### config.mk
export PLATFORM = sky130hd
export DESIGN_NAME = rte_encoder
export DESIGN_NICKNAME = d
export VERILOG_FILES = /design/src/rte_pkg.sv /design/src/rte_encoder.sv
export SDC_FILE = /design/constraint.sdc
export NUM_CORES = 1
export LEC_CHECK = 0
export ABC_CLOCK_PERIOD_IN_PS = 2360
export BUFFER_PORTS_ARGS = -buffer_cell sky130_fd_sc_hd__clkbuf_2
export CAP_MARGIN = 10
export CELL_PAD_IN_SITES_DETAIL_PLACEMENT = 0
export CELL_PAD_IN_SITES_GLOBAL_PLACEMENT = 1
export CORE_MARGIN = 3
export CORE_UTILIZATION = 45
export CTS_CLUSTER_SIZE = 40
export DETAILED_ROUTE_END_ITERATION = 10
export PLACE_DENSITY = 0.83
export SYNTH_ARGS = -nofsm -noshare
export SYNTH_HDL_FRONTEND = slang
export SYNTH_SLANG_ARGS = --single-unit
### constraint.sdc
create_clock -name I_CLOCK -period 2.36 [get_ports I_CLOCK]
set_input_delay 0.472 -clock I_CLOCK [delete_from_list [all_inputs] [get_ports I_CLOCK]]
set_output_delay 0.472 -clock I_CLOCK [all_outputs]
set_load 0.05 [all_outputs]
### src/rte_pkg.sv
// constants and types shared by the read-only transponder encoder
package rte_pkg;

  // ----------------------------------------------------------------
  // identification word and memory walk
  // ----------------------------------------------------------------
  localparam int unsigned ID_BITS    = 64;
  localparam int unsigned ADDR_W     = 6;
  localparam logic [5:0]  ADDR_FIRST = 6'h3F;
  localparam logic [5:0]  ADDR_STEP  = 6'h01;

  // ----------------------------------------------------------------
  // bit buffer
  // ----------------------------------------------------------------
  localparam int unsigned FIFO_DEPTH = 16;
  localparam int unsigned FIFO_W     = 2;
  localparam int unsigned FLD_DATA   = 0;
  localparam int unsigned FLD_FIRST  = 1;

  // ----------------------------------------------------------------
  // carrier clocks per bit and asymmetric on-phase trim
  // ----------------------------------------------------------------
  localparam logic [6:0] DIV_8K  = 7'h10;
  localparam logic [6:0] DIV_4K  = 7'h20;
  localparam logic [6:0] DIV_2K  = 7'h40;
  localparam logic [3:0] SKEW_8K = 4'h0;
  localparam logic [3:0] SKEW_4K = 4'h4;
  localparam logic [3:0] SKEW_2K = 4'h8;

  // ----------------------------------------------------------------
  // mask options and states
  // ----------------------------------------------------------------
  typedef enum logic [1:0] {
    RTE_MAN  = 2'h0,
    RTE_BIPH = 2'h1,
    RTE_PSK  = 2'h2
  } rte_coding_e;

  typedef enum logic [1:0] {
    RTE_2K = 2'h0,
    RTE_4K = 2'h1,
    RTE_8K = 2'h2
  } rte_rate_e;

  typedef enum logic [1:0] {
    RD_IDLE = 2'h0,
    RD_REQ  = 2'h1,
    RD_CAP  = 2'h3
  } rte_rd_e;

endpackage

### src/rte_encoder.sv
// bit buffer and encoder core of the read-only transponder
//
// Functional notes
// - carrier is the only clock for everything
// - bit period 16, 32 or 64 carriers
// - identification word sent over and over
// - memory read periodically after reset release
// - switch toggles only after reset released
// - reset forces switch off, unloaded
// - coding and rate fixed per variant
// - manchester: one rises mid-bit, zero falls
// - biphase: toggle at start, zero toggles mid
// - rising drive delayed, asymmetric modulation
// - on trimmed 8 or 4 clocks, none at 8 kbaud
// - psk modulates at half carrier, no trim
// - psk bit lasts 16 carriers
// - psk zero inverts phase, one keeps
// - identification word read only here
`timescale 1ns/1ps

// ------------------------------------------------------------------
// synchronous fifo
// ------------------------------------------------------------------
module rte_fifo #(
  parameter int unsigned WIDTH = rte_pkg::FIFO_W,
  parameter int unsigned DEPTH = rte_pkg::FIFO_DEPTH
) (
  input  wire logic             i_clk,
  input  wire logic             i_rst,
  input  wire logic             i_in_valid,
  output logic                  o_in_ready,
  input  wire logic [WIDTH-1:0] i_in_data,
  output logic                  o_out_valid,
  input  wire logic             i_out_ready,
  output logic [WIDTH-1:0]      o_out_data
);

  localparam int unsigned PW = $clog2(DEPTH);

  logic [WIDTH-1:0] mem [DEPTH];
  logic [PW-1:0]    wr_ptr_q;
  logic [PW-1:0]    rd_ptr_q;
  logic [PW:0]      count_q;
  logic             push;
  logic             pop;

  assign o_in_ready  = (count_q != (PW+1)'(DEPTH));
  assign o_out_valid = (count_q != '0);
  assign push        = i_in_valid && o_in_ready;
  assign pop         = o_out_valid && i_out_ready;
  assign o_out_data  = mem[rd_ptr_q];

  always_ff @(posedge i_clk) begin
    if (push) begin
      mem[wr_ptr_q] <= i_in_data;
    end
  end

  always_ff @(posedge i_clk or posedge i_rst) begin
    if (i_rst) begin
      wr_ptr_q <= '0;
      rd_ptr_q <= '0;
    end else begin
      if (push) begin
        wr_ptr_q <= (wr_ptr_q == PW'(DEPTH-1)) ? '0 : wr_ptr_q + PW'(1);
      end
      if (pop) begin
        rd_ptr_q <= (rd_ptr_q == PW'(DEPTH-1)) ? '0 : rd_ptr_q + PW'(1);
      end
    end
  end

  always_ff @(posedge i_clk or posedge i_rst) begin
    if (i_rst) begin
      count_q <= '0;
    end else if (push && !pop) begin
      count_q <= count_q + (PW+1)'(1);
    end else if (pop && !push) begin
      count_q <= count_q - (PW+1)'(1);
    end
  end

endmodule // rte_fifo

// ------------------------------------------------------------------
// encoder top
// ------------------------------------------------------------------
module rte_encoder #(
  parameter rte_pkg::rte_coding_e CODING = rte_pkg::RTE_MAN,
  parameter rte_pkg::rte_rate_e   RATE   = rte_pkg::RTE_4K
) (
  input  wire logic       I_CLOCK,
  input  wire logic       I_RESET,
  output logic            O_NVM_RD,
  output logic [5:0]      O_NVM_ADDR,
  input  wire logic       I_NVM_DATA,
  output logic            O_MOD,
  output logic            O_TX_BIT,
  output logic            O_BIT_STROBE,
  output logic            O_WORD_START
);

  // ----------------------------------------------------------------
  // mask option decode
  // ----------------------------------------------------------------
  function automatic logic [6:0] rte_div(input rte_pkg::rte_coding_e c, input rte_pkg::rte_rate_e r);
    if (c == rte_pkg::RTE_PSK || r == rte_pkg::RTE_8K) begin
      return rte_pkg::DIV_8K;
    end else if (r == rte_pkg::RTE_4K) begin
      return rte_pkg::DIV_4K;
    end
    return rte_pkg::DIV_2K;
  endfunction

  function automatic logic [3:0] rte_skew(input rte_pkg::rte_coding_e c, input rte_pkg::rte_rate_e r);
    if (c == rte_pkg::RTE_PSK || r == rte_pkg::RTE_8K) begin
      return rte_pkg::SKEW_8K;
    end else if (r == rte_pkg::RTE_4K) begin
      return rte_pkg::SKEW_4K;
    end
    return rte_pkg::SKEW_2K;
  endfunction

  // options are elaboration constants, never run-time inputs
  localparam logic [6:0] DIV  = rte_div(CODING, RATE);
  localparam logic [6:0] LAST = 7'(DIV - 7'h01);
  localparam logic [6:0] MID  = 7'((DIV >> 1) - 7'h01);
  localparam logic [3:0] SKEW = rte_skew(CODING, RATE);
  localparam logic       IS_PSK  = (CODING == rte_pkg::RTE_PSK);
  localparam logic       IS_BIPH = (CODING == rte_pkg::RTE_BIPH);

  // ----------------------------------------------------------------
  // memory reader
  // ----------------------------------------------------------------
  rte_pkg::rte_rd_e rd_state_q;
  logic [5:0]       addr_q;
  logic             req_first_q;
  logic             in_valid;
  logic             in_ready;
  logic [1:0]       in_data;
  logic             out_valid;
  logic             out_ready;
  logic [1:0]       out_data;

  // read-only walk, no write path exists
  always_ff @(posedge I_CLOCK or posedge I_RESET) begin
    if (I_RESET) begin
      rd_state_q <= rte_pkg::RD_IDLE;
    end else begin
      case (rd_state_q)
        rte_pkg::RD_IDLE: begin
          rd_state_q <= rte_pkg::RD_REQ;
        end
        rte_pkg::RD_REQ: begin
          if (in_ready) begin
            rd_state_q <= rte_pkg::RD_CAP;
          end
        end
        rte_pkg::RD_CAP: begin
          rd_state_q <= rte_pkg::RD_REQ;
        end
        default: begin
          rd_state_q <= rte_pkg::RD_IDLE;
        end
      endcase
    end
  end

  always_ff @(posedge I_CLOCK or posedge I_RESET) begin
    if (I_RESET) begin
      addr_q      <= rte_pkg::ADDR_FIRST;
      req_first_q <= 1'b0;
    end else if (rd_state_q == rte_pkg::RD_REQ && in_ready) begin
      req_first_q <= (addr_q == rte_pkg::ADDR_FIRST);
      addr_q      <= addr_q - rte_pkg::ADDR_STEP;
    end
  end

  assign O_NVM_RD   = (rd_state_q == rte_pkg::RD_REQ) && in_ready;
  assign O_NVM_ADDR = addr_q;
  assign in_valid   = (rd_state_q == rte_pkg::RD_CAP);
  assign in_data    = {req_first_q, I_NVM_DATA};

  rte_fifo #(
    .WIDTH (rte_pkg::FIFO_W),
    .DEPTH (rte_pkg::FIFO_DEPTH)
  ) u_fifo (
    .i_clk       (I_CLOCK),
    .i_rst       (I_RESET),
    .i_in_valid  (in_valid),
    .o_in_ready  (in_ready),
    .i_in_data   (in_data),
    .o_out_valid (out_valid),
    .i_out_ready (out_ready),
    .o_out_data  (out_data)
  );

  // ----------------------------------------------------------------
  // bit timing
  // ----------------------------------------------------------------
  logic [6:0] bit_cnt_q;
  logic       at_last;
  logic       at_mid;
  logic       next_bit;

  assign at_last   = (bit_cnt_q == LAST);
  assign at_mid    = (bit_cnt_q == MID);
  assign out_ready = at_last;
  assign next_bit  = out_data[rte_pkg::FLD_DATA];

  always_ff @(posedge I_CLOCK or posedge I_RESET) begin
    if (I_RESET) begin
      bit_cnt_q <= '0;
    end else begin
      bit_cnt_q <= at_last ? 7'h00 : bit_cnt_q + 7'h01;
    end
  end

  logic cur_bit_q;
  logic have_bit_q;
  logic strobe_q;
  logic word_q;

  always_ff @(posedge I_CLOCK or posedge I_RESET) begin
    if (I_RESET) begin
      cur_bit_q  <= 1'b0;
      have_bit_q <= 1'b0;
      strobe_q   <= 1'b0;
      word_q     <= 1'b0;
    end else begin
      strobe_q <= at_last && out_valid;
      word_q   <= at_last && out_valid && out_data[rte_pkg::FLD_FIRST];
      if (at_last) begin
        have_bit_q <= out_valid;
        cur_bit_q  <= out_valid && next_bit;
      end
    end
  end

  // ----------------------------------------------------------------
  // symmetric level for manchester and biphase
  // ----------------------------------------------------------------
  logic lvl_q;

  always_ff @(posedge I_CLOCK or posedge I_RESET) begin
    if (I_RESET) begin
      lvl_q <= 1'b0;
    end else if (at_last) begin
      if (!out_valid) begin
        lvl_q <= 1'b0;
      end else if (IS_BIPH) begin
        lvl_q <= !lvl_q;
      end else begin
        lvl_q <= !next_bit;
      end
    end else if (at_mid && have_bit_q) begin
      if (IS_BIPH) begin
        lvl_q <= cur_bit_q ? lvl_q : !lvl_q;
      end else begin
        lvl_q <= cur_bit_q;
      end
    end
  end

  // ----------------------------------------------------------------
  // asymmetric trim: on phase starts late
  // ----------------------------------------------------------------
  logic [3:0] on_cnt_q;

  always_ff @(posedge I_CLOCK or posedge I_RESET) begin
    if (I_RESET) begin
      on_cnt_q <= '0;
    end else if (!lvl_q) begin
      on_cnt_q <= '0;
    end else if (on_cnt_q != SKEW) begin
      on_cnt_q <= on_cnt_q + 4'h1;
    end
  end

  // ----------------------------------------------------------------
  // phase shift keying
  // ----------------------------------------------------------------
  logic half_q;
  logic psk_ph_q;

  always_ff @(posedge I_CLOCK or posedge I_RESET) begin
    if (I_RESET) begin
      half_q <= 1'b0;
    end else begin
      half_q <= !half_q;
    end
  end

  always_ff @(posedge I_CLOCK or posedge I_RESET) begin
    if (I_RESET) begin
      psk_ph_q <= 1'b0;
    end else if (at_last && out_valid && !next_bit) begin
      psk_ph_q <= !psk_ph_q;
    end
  end

  // ----------------------------------------------------------------
  // modulation switch drive
  // ----------------------------------------------------------------
  logic mod_q;
  logic mod_d;

  always_comb begin
    if (IS_PSK) begin
      mod_d = have_bit_q && (half_q ^ psk_ph_q);
    end else begin
      mod_d = have_bit_q && lvl_q && (on_cnt_q == SKEW);
    end
  end

  always_ff @(posedge I_CLOCK or posedge I_RESET) begin
    if (I_RESET) begin
      mod_q <= 1'b0;
    end else begin
      mod_q <= mod_d;
    end
  end

  assign O_MOD        = mod_q;
  assign O_TX_BIT     = cur_bit_q;
  assign O_BIT_STROBE = strobe_q;
  assign O_WORD_START = word_q;

endmodule // rte_encoder

==> metrics.md, run 1 <==
| Metric | Value |
|---|---|
| Status | completed |
| Post-CTS setup buffers | 0 |
| Worst Tran Pin Value | 499.0 ps |
| Die ar. | 8172 um^2 |
| EDFF count, synth | 32 |
| H-tree Lvls | 3 |
| DRC marker count from the first detailed-route iteration | 97 |
| Critical path's top delay family | adder cells |
| # rows | 30 |
| Syn Inst Count | 243 |
| Most common cell on crit path | xnor2_1 |
| Post-route minimum period | 2314 ps |
| CP Launch Type | register |
| CP arrival | 2540 ps |
| Clk slew on worst S/H paths | 70 ps |
| Clk root buf | clkbuf_8 |
| Post-Layout Cell Count | 376 |
| Final hold violation count | 0 |
| # DRC | 0 |
| Worst setup path class | register to register |
| Die height | 90.40 um |
| Max clock buf depth | 2 |
| Synth Flop Type | dfrtp_1 |
| Core area | 6869 um^2 |
| Slowest cell on the critical path | dfrtp_1 |
| Crit path launch | u_fifo.count_q[1]$_DFFE_PP0P_ |
| Vias in the first global route | 1,925 |
| CP bufs+invs | 2 |
| Peak supply drop | 0.0002985 V |
| Area contributors post-synth | edfxtp_1 (30%), dfrtp_1 (26%), ha_1 (5.5%) |
| First-pass GRT wire length | 8949 um |
| Port bufs | 13 |
| Antenna Violating Nets Remaining | 0 |
| Worst EP required | 2580 ps |
| Inserted Clock Buffers | 9 |
| Flops & latches, synth | 71 |
| Initial Util | 46.67% |
| R2R Path Start | u_fifo.count_q[1]$_DFFE_PP0P_ |
| Layout Nets | 293 |
| Largest net degree at the start of global routing | 40 |
| Max frequency | 0.4322 GHz |
| Most common cell after layout, fill and taps aside | dfrtp_1 |
| Reg2reg end | u_fifo.count_q[4]$_DFFE_PP0P_ |
| R2R cell count | 12 |
| Final Max Tran Viols | 0 |
| Synth async-reset ratio | 54.93% |
| Synth-to-layout area growth | 15.03% |
| CP Max Fanout | 4 |
| Hold Path Class | input port to asynchronous set/reset pin |
| TritonCTS clock tree | done |
| Global-route usage over all layers | 13.90% |
| CP max stage delay | 400 ps |
| Seq/Total Area, Yosys | 60.66% |
| Slew HR | 66.73% |
| Antenna violations before repair | 0 |
| Synth top area share | 29.98% |
| ANT cells | 0 |
| Final HPWL DP | 3614 um |
| Vias post-DR | 1,867 |
| Final GP Congestion | 0.7717 |
| Most frequent cells in the layout | dfrtp_1 (33), edfxtp_1 (32), inv_1 (16) |
| I/O pin total | 14 |
| Syn Area/Cell | 13.19 um^2 |
| CTS Sinks | 71 |
| Tot Pwr | 2157 uW |
| Worst skew pair latency | 330 ps |
| Post-Synthesis Cell Area | 3206 um^2 |
| Final worst-path cycle share | 98.04% |
| R2R setup slack | 50 ps |
| Synth Warn # | 0 |
| Dominant cell type by area after synthesis | edfxtp_1 |
| Synth unique cells | 42 |
| Mapped Nets | 261 |
| # setup viols final | 0 |
| Pre-antenna DRT Iters | 4 |
| Via-per-instance ratio | 4.965 |
| CTS Hold Buffers Added | 0 |
| Drt wl/cell | 13.92 um |
| Cell count after placement | 360 |
| Clk_skew | 8.884 ps |
| Setup crit end kind | register |
| GRT overflow | 0 |
| Max-Cap Viols | 0 |
| Pwr/cell area | 584.9 nW/um^2 |
| Final WL | 5233 um |
| Horiz. Die Dim | 90.40 um |
| Share of layout cells above drive strength 1 | 21.07% |
| Pleak | 0.001544 uW |
| Crit-path cells | nor4_4 > a21boi_1 > nand2_1 > inv_1 > ha_2 > inv_4 > fa_2 > a21o_1 > a21oi_2 > xnor2_1 > nor2_1 > xnor2_1 |
==> final cells by class <==
class	count	area [um^2]
multi-input combinational	150	1222
clock inverter	1	5.005
fill	576	3182
clock buffer	15	166.4
sequential	71	1944
inverter	17	66.31
timing repair buffer	26	162.7
tap	96	120.1
==> logic make-up after synthesis <==
| logic type | after synthesis | synth area share (%) |
|---|---|---|
| simple gates | 73 | 11.79 |
| flops | 71 | 60.66 |
| compound gates | 32 | 6.050 |
| buf+inv | 22 | 2.849 |
| xor+xnor | 18 | 4.918 |
| fa+ha+maj | 15 | 6.089 |
| mux | 12 | 7.650 |
==> flip-flops by register name, indices dropped and copies added (netlist names) <==
| signal | flops |
|---|---|
| u_fifo.mem | 32 |
| bit_cnt_q | 7 |
| O_NVM_ADDR | 6 |
| u_fifo.count_q | 5 |
| on_cnt_q | 4 |
| u_fifo.rd_ptr_q | 4 |
| u_fifo.wr_ptr_q | 4 |
| rd_state_q | 2 |
| O_BIT_STROBE | 1 |
| O_MOD | 1 |
| O_TX_BIT | 1 |
| O_WORD_START | 1 |
| have_bit_q | 1 |
| lvl_q | 1 |
| req_first_q | 1 |
==> timing repair <==
item,in CTS,in global routing
pin swaps,0,2
gates resized for setup,1,5
endpoints found under the setup margin,1,2
hold endpoints to repair,0,0
==> worst register-to-register path, stage by stage, from the launching register on <==
cell and delay [ps]:
dfrtp_1 400, nor4_4 70, a21boi_1 250, nand2_1 120, inv_1 110, ha_2 230, inv_4 60, fa_2 350
a21o_1 170, a21oi_2 140, xnor2_1 120, nor2_1 60, xnor2_1 120
==> layer usage <==
metal	global-route usage (%)	part of all wire, %
met4	6.378	1.4
met3	4.083	3.6
met2	21.41	48
met5	0	0
met1	18.22	47
==> synth_stat cells (all sizes together), types with 5 or more instances <==
cell type	n
a21oi	8
and2	13
and3	7
dfrtp	33
dfstp	6
edfxtp	32
ha	14
inv	17
mux4	8
nand2	15
nand3	8
nor2	14
nor3	5
o21ai	11
xnor2	14
==> worst max-delay path by stage <==
| stage | endpoint | slack [ps] | cells after the start |
|---|---|---|---|
| 6_report | u_fifo.count_q[4]$_DFFE_PP0P_ | 50 | 12 |
| 5_1_grt | u_fifo.count_q[4]$_DFFE_PP0P_ | -80 | 12 |
| 4_1_cts | u_fifo.count_q[4]$_DFFE_PP0P_ | 3 | 11 |
| 3_3_place_gp | u_fifo.count_q[4]$_DFFE_PP0P_ | 90 | 11 |
| 3_5_place_dp | u_fifo.count_q[4]$_DFFE_PP0P_ | 10 | 11 |
| 2_1_floorplan | u_fifo.count_q[4]$_DFFE_PP0P_ | 9 | 12 |
==> metrics by stage <==
step	setup TNS, ps	hold WS [ps]	util (%)	worst slack, ps	cell area, um^2
floorplan	0	425.1	-	9.447	3247
global placement	0	432.4	50.84	93.33	3492
detailed placement	0	448.3	50.84	13.93	3492
CTS	0	232.5	53.37	3.227	3666
global route	-99.90	261.7	53.68	-75.45	3687
finish	0	221.5	53.68	46.27	3687
==> power by group <==
part	switching (uW)	internal (uW)
clock network	410	440
registers	0	1290
logic	16.1	2.39
total	426	1730
Note: power is estimated with default switching activity, not from simulation.
==> inputs of run 2 (changes only) <==
==> config.mk (replaced) <==
export PLATFORM = sky130hd
export DESIGN_NAME = rte_encoder
export DESIGN_NICKNAME = d
export VERILOG_FILES = /design/src/rte_pkg.sv /design/src/rte_encoder.sv
export SDC_FILE = /design/constraint.sdc
export NUM_CORES = 1
export LEC_CHECK = 0
export ABC_CLOCK_PERIOD_IN_PS = 2560
export BUFFER_PORTS_ARGS = -buffer_cell sky130_fd_sc_hd__clkbuf_2
export CAP_MARGIN = 10
export CELL_PAD_IN_SITES_DETAIL_PLACEMENT = 0
export CELL_PAD_IN_SITES_GLOBAL_PLACEMENT = 1
export CORE_MARGIN = 2
export CORE_UTILIZATION = 50
export CTS_CLUSTER_SIZE = 40
export DETAILED_ROUTE_END_ITERATION = 10
export PLACE_DENSITY = 0.87
export SYNTH_ARGS = -nofsm -noshare
export SYNTH_HDL_FRONTEND = slang
export SYNTH_SLANG_ARGS = --single-unit
==> constraint.sdc (replaced) <==
create_clock -name I_CLOCK -period 2.56 [get_ports I_CLOCK]
set_input_delay 0.512 -clock I_CLOCK [delete_from_list [all_inputs] [get_ports I_CLOCK]]
set_output_delay 0.512 -clock I_CLOCK [all_outputs]
set_load 0.05 [all_outputs]
==> run 2 against run 1 <==
Compared with the run above: global-route usage grew 2.9 points; via count shrank 1.1%; routed wire length shrank 1.2%; sequential power shrank 8%; sequential share of layout area grew 0.80 points; clock skew grew 4.7 ps; critical path type unchanged; largest cell class unchanged; count of clock-buffer cells in the layout grew 1.
==> metrics.md, run 2 (synthesized netlist as in run 1, its figures left out) <==
| Metric | Value |
|---|---|
| Clk root buf | clkbuf_8 |
| Placement Cell Area | 3428 um^2 (-1.8%) |
| Synth-to-layout area growth | 13.31% |
| Horiz. Die Dim | 84.07 um (-7.0%) |
| Peak supply drop | 0.0003795 V (+27%) |
| Port bufs | 13 (unchanged) |
| CTS Sinks | 71 (unchanged) |
| Design Area, Final | 3632 um^2 (-1.5%) |
| Pwr/cell area | 565.7 nW/um^2 (-3.3%) |
| Gate power share | 0.8% (about the same) |
| R2R setup slack | 190 ps (+150 ps) |
| Initial Util | 51.07% (+4.4 points) |
| Most frequent cells in the layout | dfrtp_1 (33), edfxtp_1 (32), inv_1 (16) |
| Vias post-DR | 1,847 (-1.1%) |
| H-tree Lvls | 3 (unchanged) |
| Via-per-instance ratio | 5.203 (+4.8%) |
| CP bufs+invs | 1 (-1) |
| Setup crit end kind | register |
| Most common cell on crit path | xnor2_1 |
| # fillers | 500 (-13%) |
| Post-Layout Cell Count | 355 (-5.6%) |
| Largest register FFs | 32 (unchanged) |
| CP Launch Type | register |
| Final HPWL DP | 3500 um (-3.1%) |
| Sequential fraction of design power | 57.8% (-1.9 points) |
| Slew HR | 66.88% (+0.15 points) |
| RSZ-0062 raised after global routing | no |
| Max frequency | 0.4224 GHz (-2.3%) |
| CP Max Fanout | 4 (unchanged) |
| # rows | 29 (-3.3%) |
| Largest net degree at the start of global routing | 40 (unchanged) |
| Worst skew pair latency | 340 ps (about the same) |
| Die height | 84.07 um (-7.0%) |
| Final setup margin | 192.7 ps (+146.4 ps) |
| DRC marker count from the first detailed-route iteration | 114 (+18%) |
| Final WL | 5168 um (-1.2%) |
| Die ar. | 7068 um^2 (-14%) |
| Most flops, register | u_fifo.mem |
| Clk slew on worst S/H paths | 70 ps (about the same) |
| Post-Place Setup Slack | 59.90 ps (+45.97 ps) |
| CTS Hold Buffers Added | 0 (unchanged) |
| Crit-path cells | or2_2 > nor3_4 > nand2_2 > ha_2 > inv_2 > ha_1 > a21o_1 > a21oi_2 > xnor2_1 > nor2_1 > xnor2_1 |
| Final GP Congestion | 0.8234 (+6.7%) |
| Antenna Violating Nets Remaining | 0 (unchanged) |
| First-pass GRT wire length | 9108 um (+1.8%) |
| Antenna violations before repair | 0 (unchanged) |
| I/O pin total | 14 (unchanged) |
| Layout Nets | 291 (-0.68%) |
| Drt wl/cell | 14.56 um (+4.6%) |
| CP max stage delay | 400 ps (about the same) |
| Post_cts resized | 0 (-1) |
| Pleak | 0.001538 uW (-0.38%) |
| Worst setup path class | register to register |
| Net Sw Frac | 19.38% (-0.36 points) |
| Max-Cap Viols | 0 (unchanged) |
| GRT overflow | 0 (unchanged) |
| Vias in the first global route | 1,924 (-0.052%) |
| Final worst-path cycle share | 92.47% (-5.6 points) |
| Worst Tran Pin Value | 496.8 ps (-2.232 ps) |
| Core area | 6277 um^2 (-8.6%) |
| Reg2reg end | u_fifo.count_q[4]$_DFFE_PP0P_ |
| ANT cells | 0 (unchanged) |
| Share of layout cells above drive strength 1 | 19.42% (-1.6 points) |
| Max clock buf depth | 2 (unchanged) |
| Tot Pwr | 2055 uW (-4.7%) |
| Setup_tns | 0 ps (unchanged) |
| TritonCTS clock tree | done |
| Clk_skew | 13.63 ps (+4.745 ps) |
| Cell-internal power | 1657 uW (-4.3%) |
| Final hold violation count | 0 (unchanged) |
| Final Max Tran Viols | 0 (unchanged) |
| Post-route minimum period | 2367 ps (+53.55 ps) |
| Global-route usage over all layers | 16.85% (+2.9 points) |
| Worst EP required | 2790 ps (+210 ps) |
| Hold Path Class | input port to asynchronous set/reset pin |
| Post-CTS setup buffers | 0 (unchanged) |
| R2R cell count | 11 (-1) |
| Slowest cell on the critical path | dfrtp_1 |
| NetSw | 398.3 uW (-6.5%) |
| Status | completed |
| # DRC | 0 (unchanged) |
| # setup viols final | 0 (unchanged) |
| Inserted Clock Buffers | 9 (unchanged) |
| Cell count after placement | 339 (-5.8%) |
| Most common cell after layout, fill and taps aside | dfrtp_1 |
| Pre-antenna DRT Iters | 4 (unchanged) |
| R2R Path Start | bit_cnt_q[5]$_DFF_PP0_ |
| CP arrival | 2600 ps (+60 ps) |
| Critical path's top delay family | simple AND/OR/NAND/NOR gates |
| Clock group share of total power | 41.4% (+2.0 points) |
==> run 2: how the worst max path moves through the flow <==
stage / slack [ps] / to / depth (start not counted) / from
2_1_floorplan: 10 / u_fifo.count_q[4]$_DFFE_PP0P_ / 12 / bit_cnt_q[0]$_DFF_PP0_
3_3_place_gp: 170 / u_fifo.count_q[4]$_DFFE_PP0P_ / 12 / u_fifo.count_q[1]$_DFFE_PP0P_
3_5_place_dp: 60 / u_fifo.count_q[4]$_DFFE_PP0P_ / 12 / u_fifo.count_q[1]$_DFFE_PP0P_
4_1_cts: 40 / u_fifo.count_q[4]$_DFFE_PP0P_ / 12 / u_fifo.count_q[1]$_DFFE_PP0P_
5_1_grt: 20 / u_fifo.count_q[4]$_DFFE_PP0P_ / 11 / bit_cnt_q[5]$_DFF_PP0_
6_report: 190 / u_fifo.count_q[4]$_DFFE_PP0P_ / 11 / bit_cnt_q[5]$_DFF_PP0_
==> run 2: routing by layer <==
layer / up-vias / part of all wire (%) / GRT usage [%]
met3: 10 / 4.3 / 5.045
met5: - / 0 / 0
met4: 0 / 1.5 / 6.598
met1: 882 / 47 / 22.13
met2: 35 / 47 / 26.41
li1: 920 / - / -
==> run 2: area by class of cell <==
class	instances	area [um^2]	area share (%)
repair buffers	24	147.6	4.065
inverters	17	63.81	1.757
multi-input cells	150	1189	32.72
flip-flops and latches	71	1944	53.53
well taps	77	96.34	2.652
clock buffers	16	191.4	5.270
==> run 2: stage by stage <==
stage          hold slack, ps  utilization (%)
2_1_floorplan           425.1                -
3_3_place_gp            432.2            54.61
3_5_place_dp            448.8            54.61
4_1_cts                 268.7            57.66
5_1_grt                 289.2            57.86
6_report                256.6            57.86
==> run 2: worst register-to-register path: cells and delay by family, from the launching register on <==
kind,cells,cell delay (ps)
buf+inv,1,90
simple gates,4,690
flops,1,400
fa+ha+maj,2,480
compound gates,2,350
xor+xnor,2,250
==> run 2: power by group through the flow <==
stage / logic, uW / registers (uW) / clock network (uW)
after floorplan: 8.98 / 1210 / 0
final: 17.0 / 1190 / 850
after global routing: 21.0 / 1190 / 919
after global placement: 17.7 / 1210 / 0
after detailed placement: 18.8 / 1210 / 0
after CTS: 18.7 / 1190 / 865
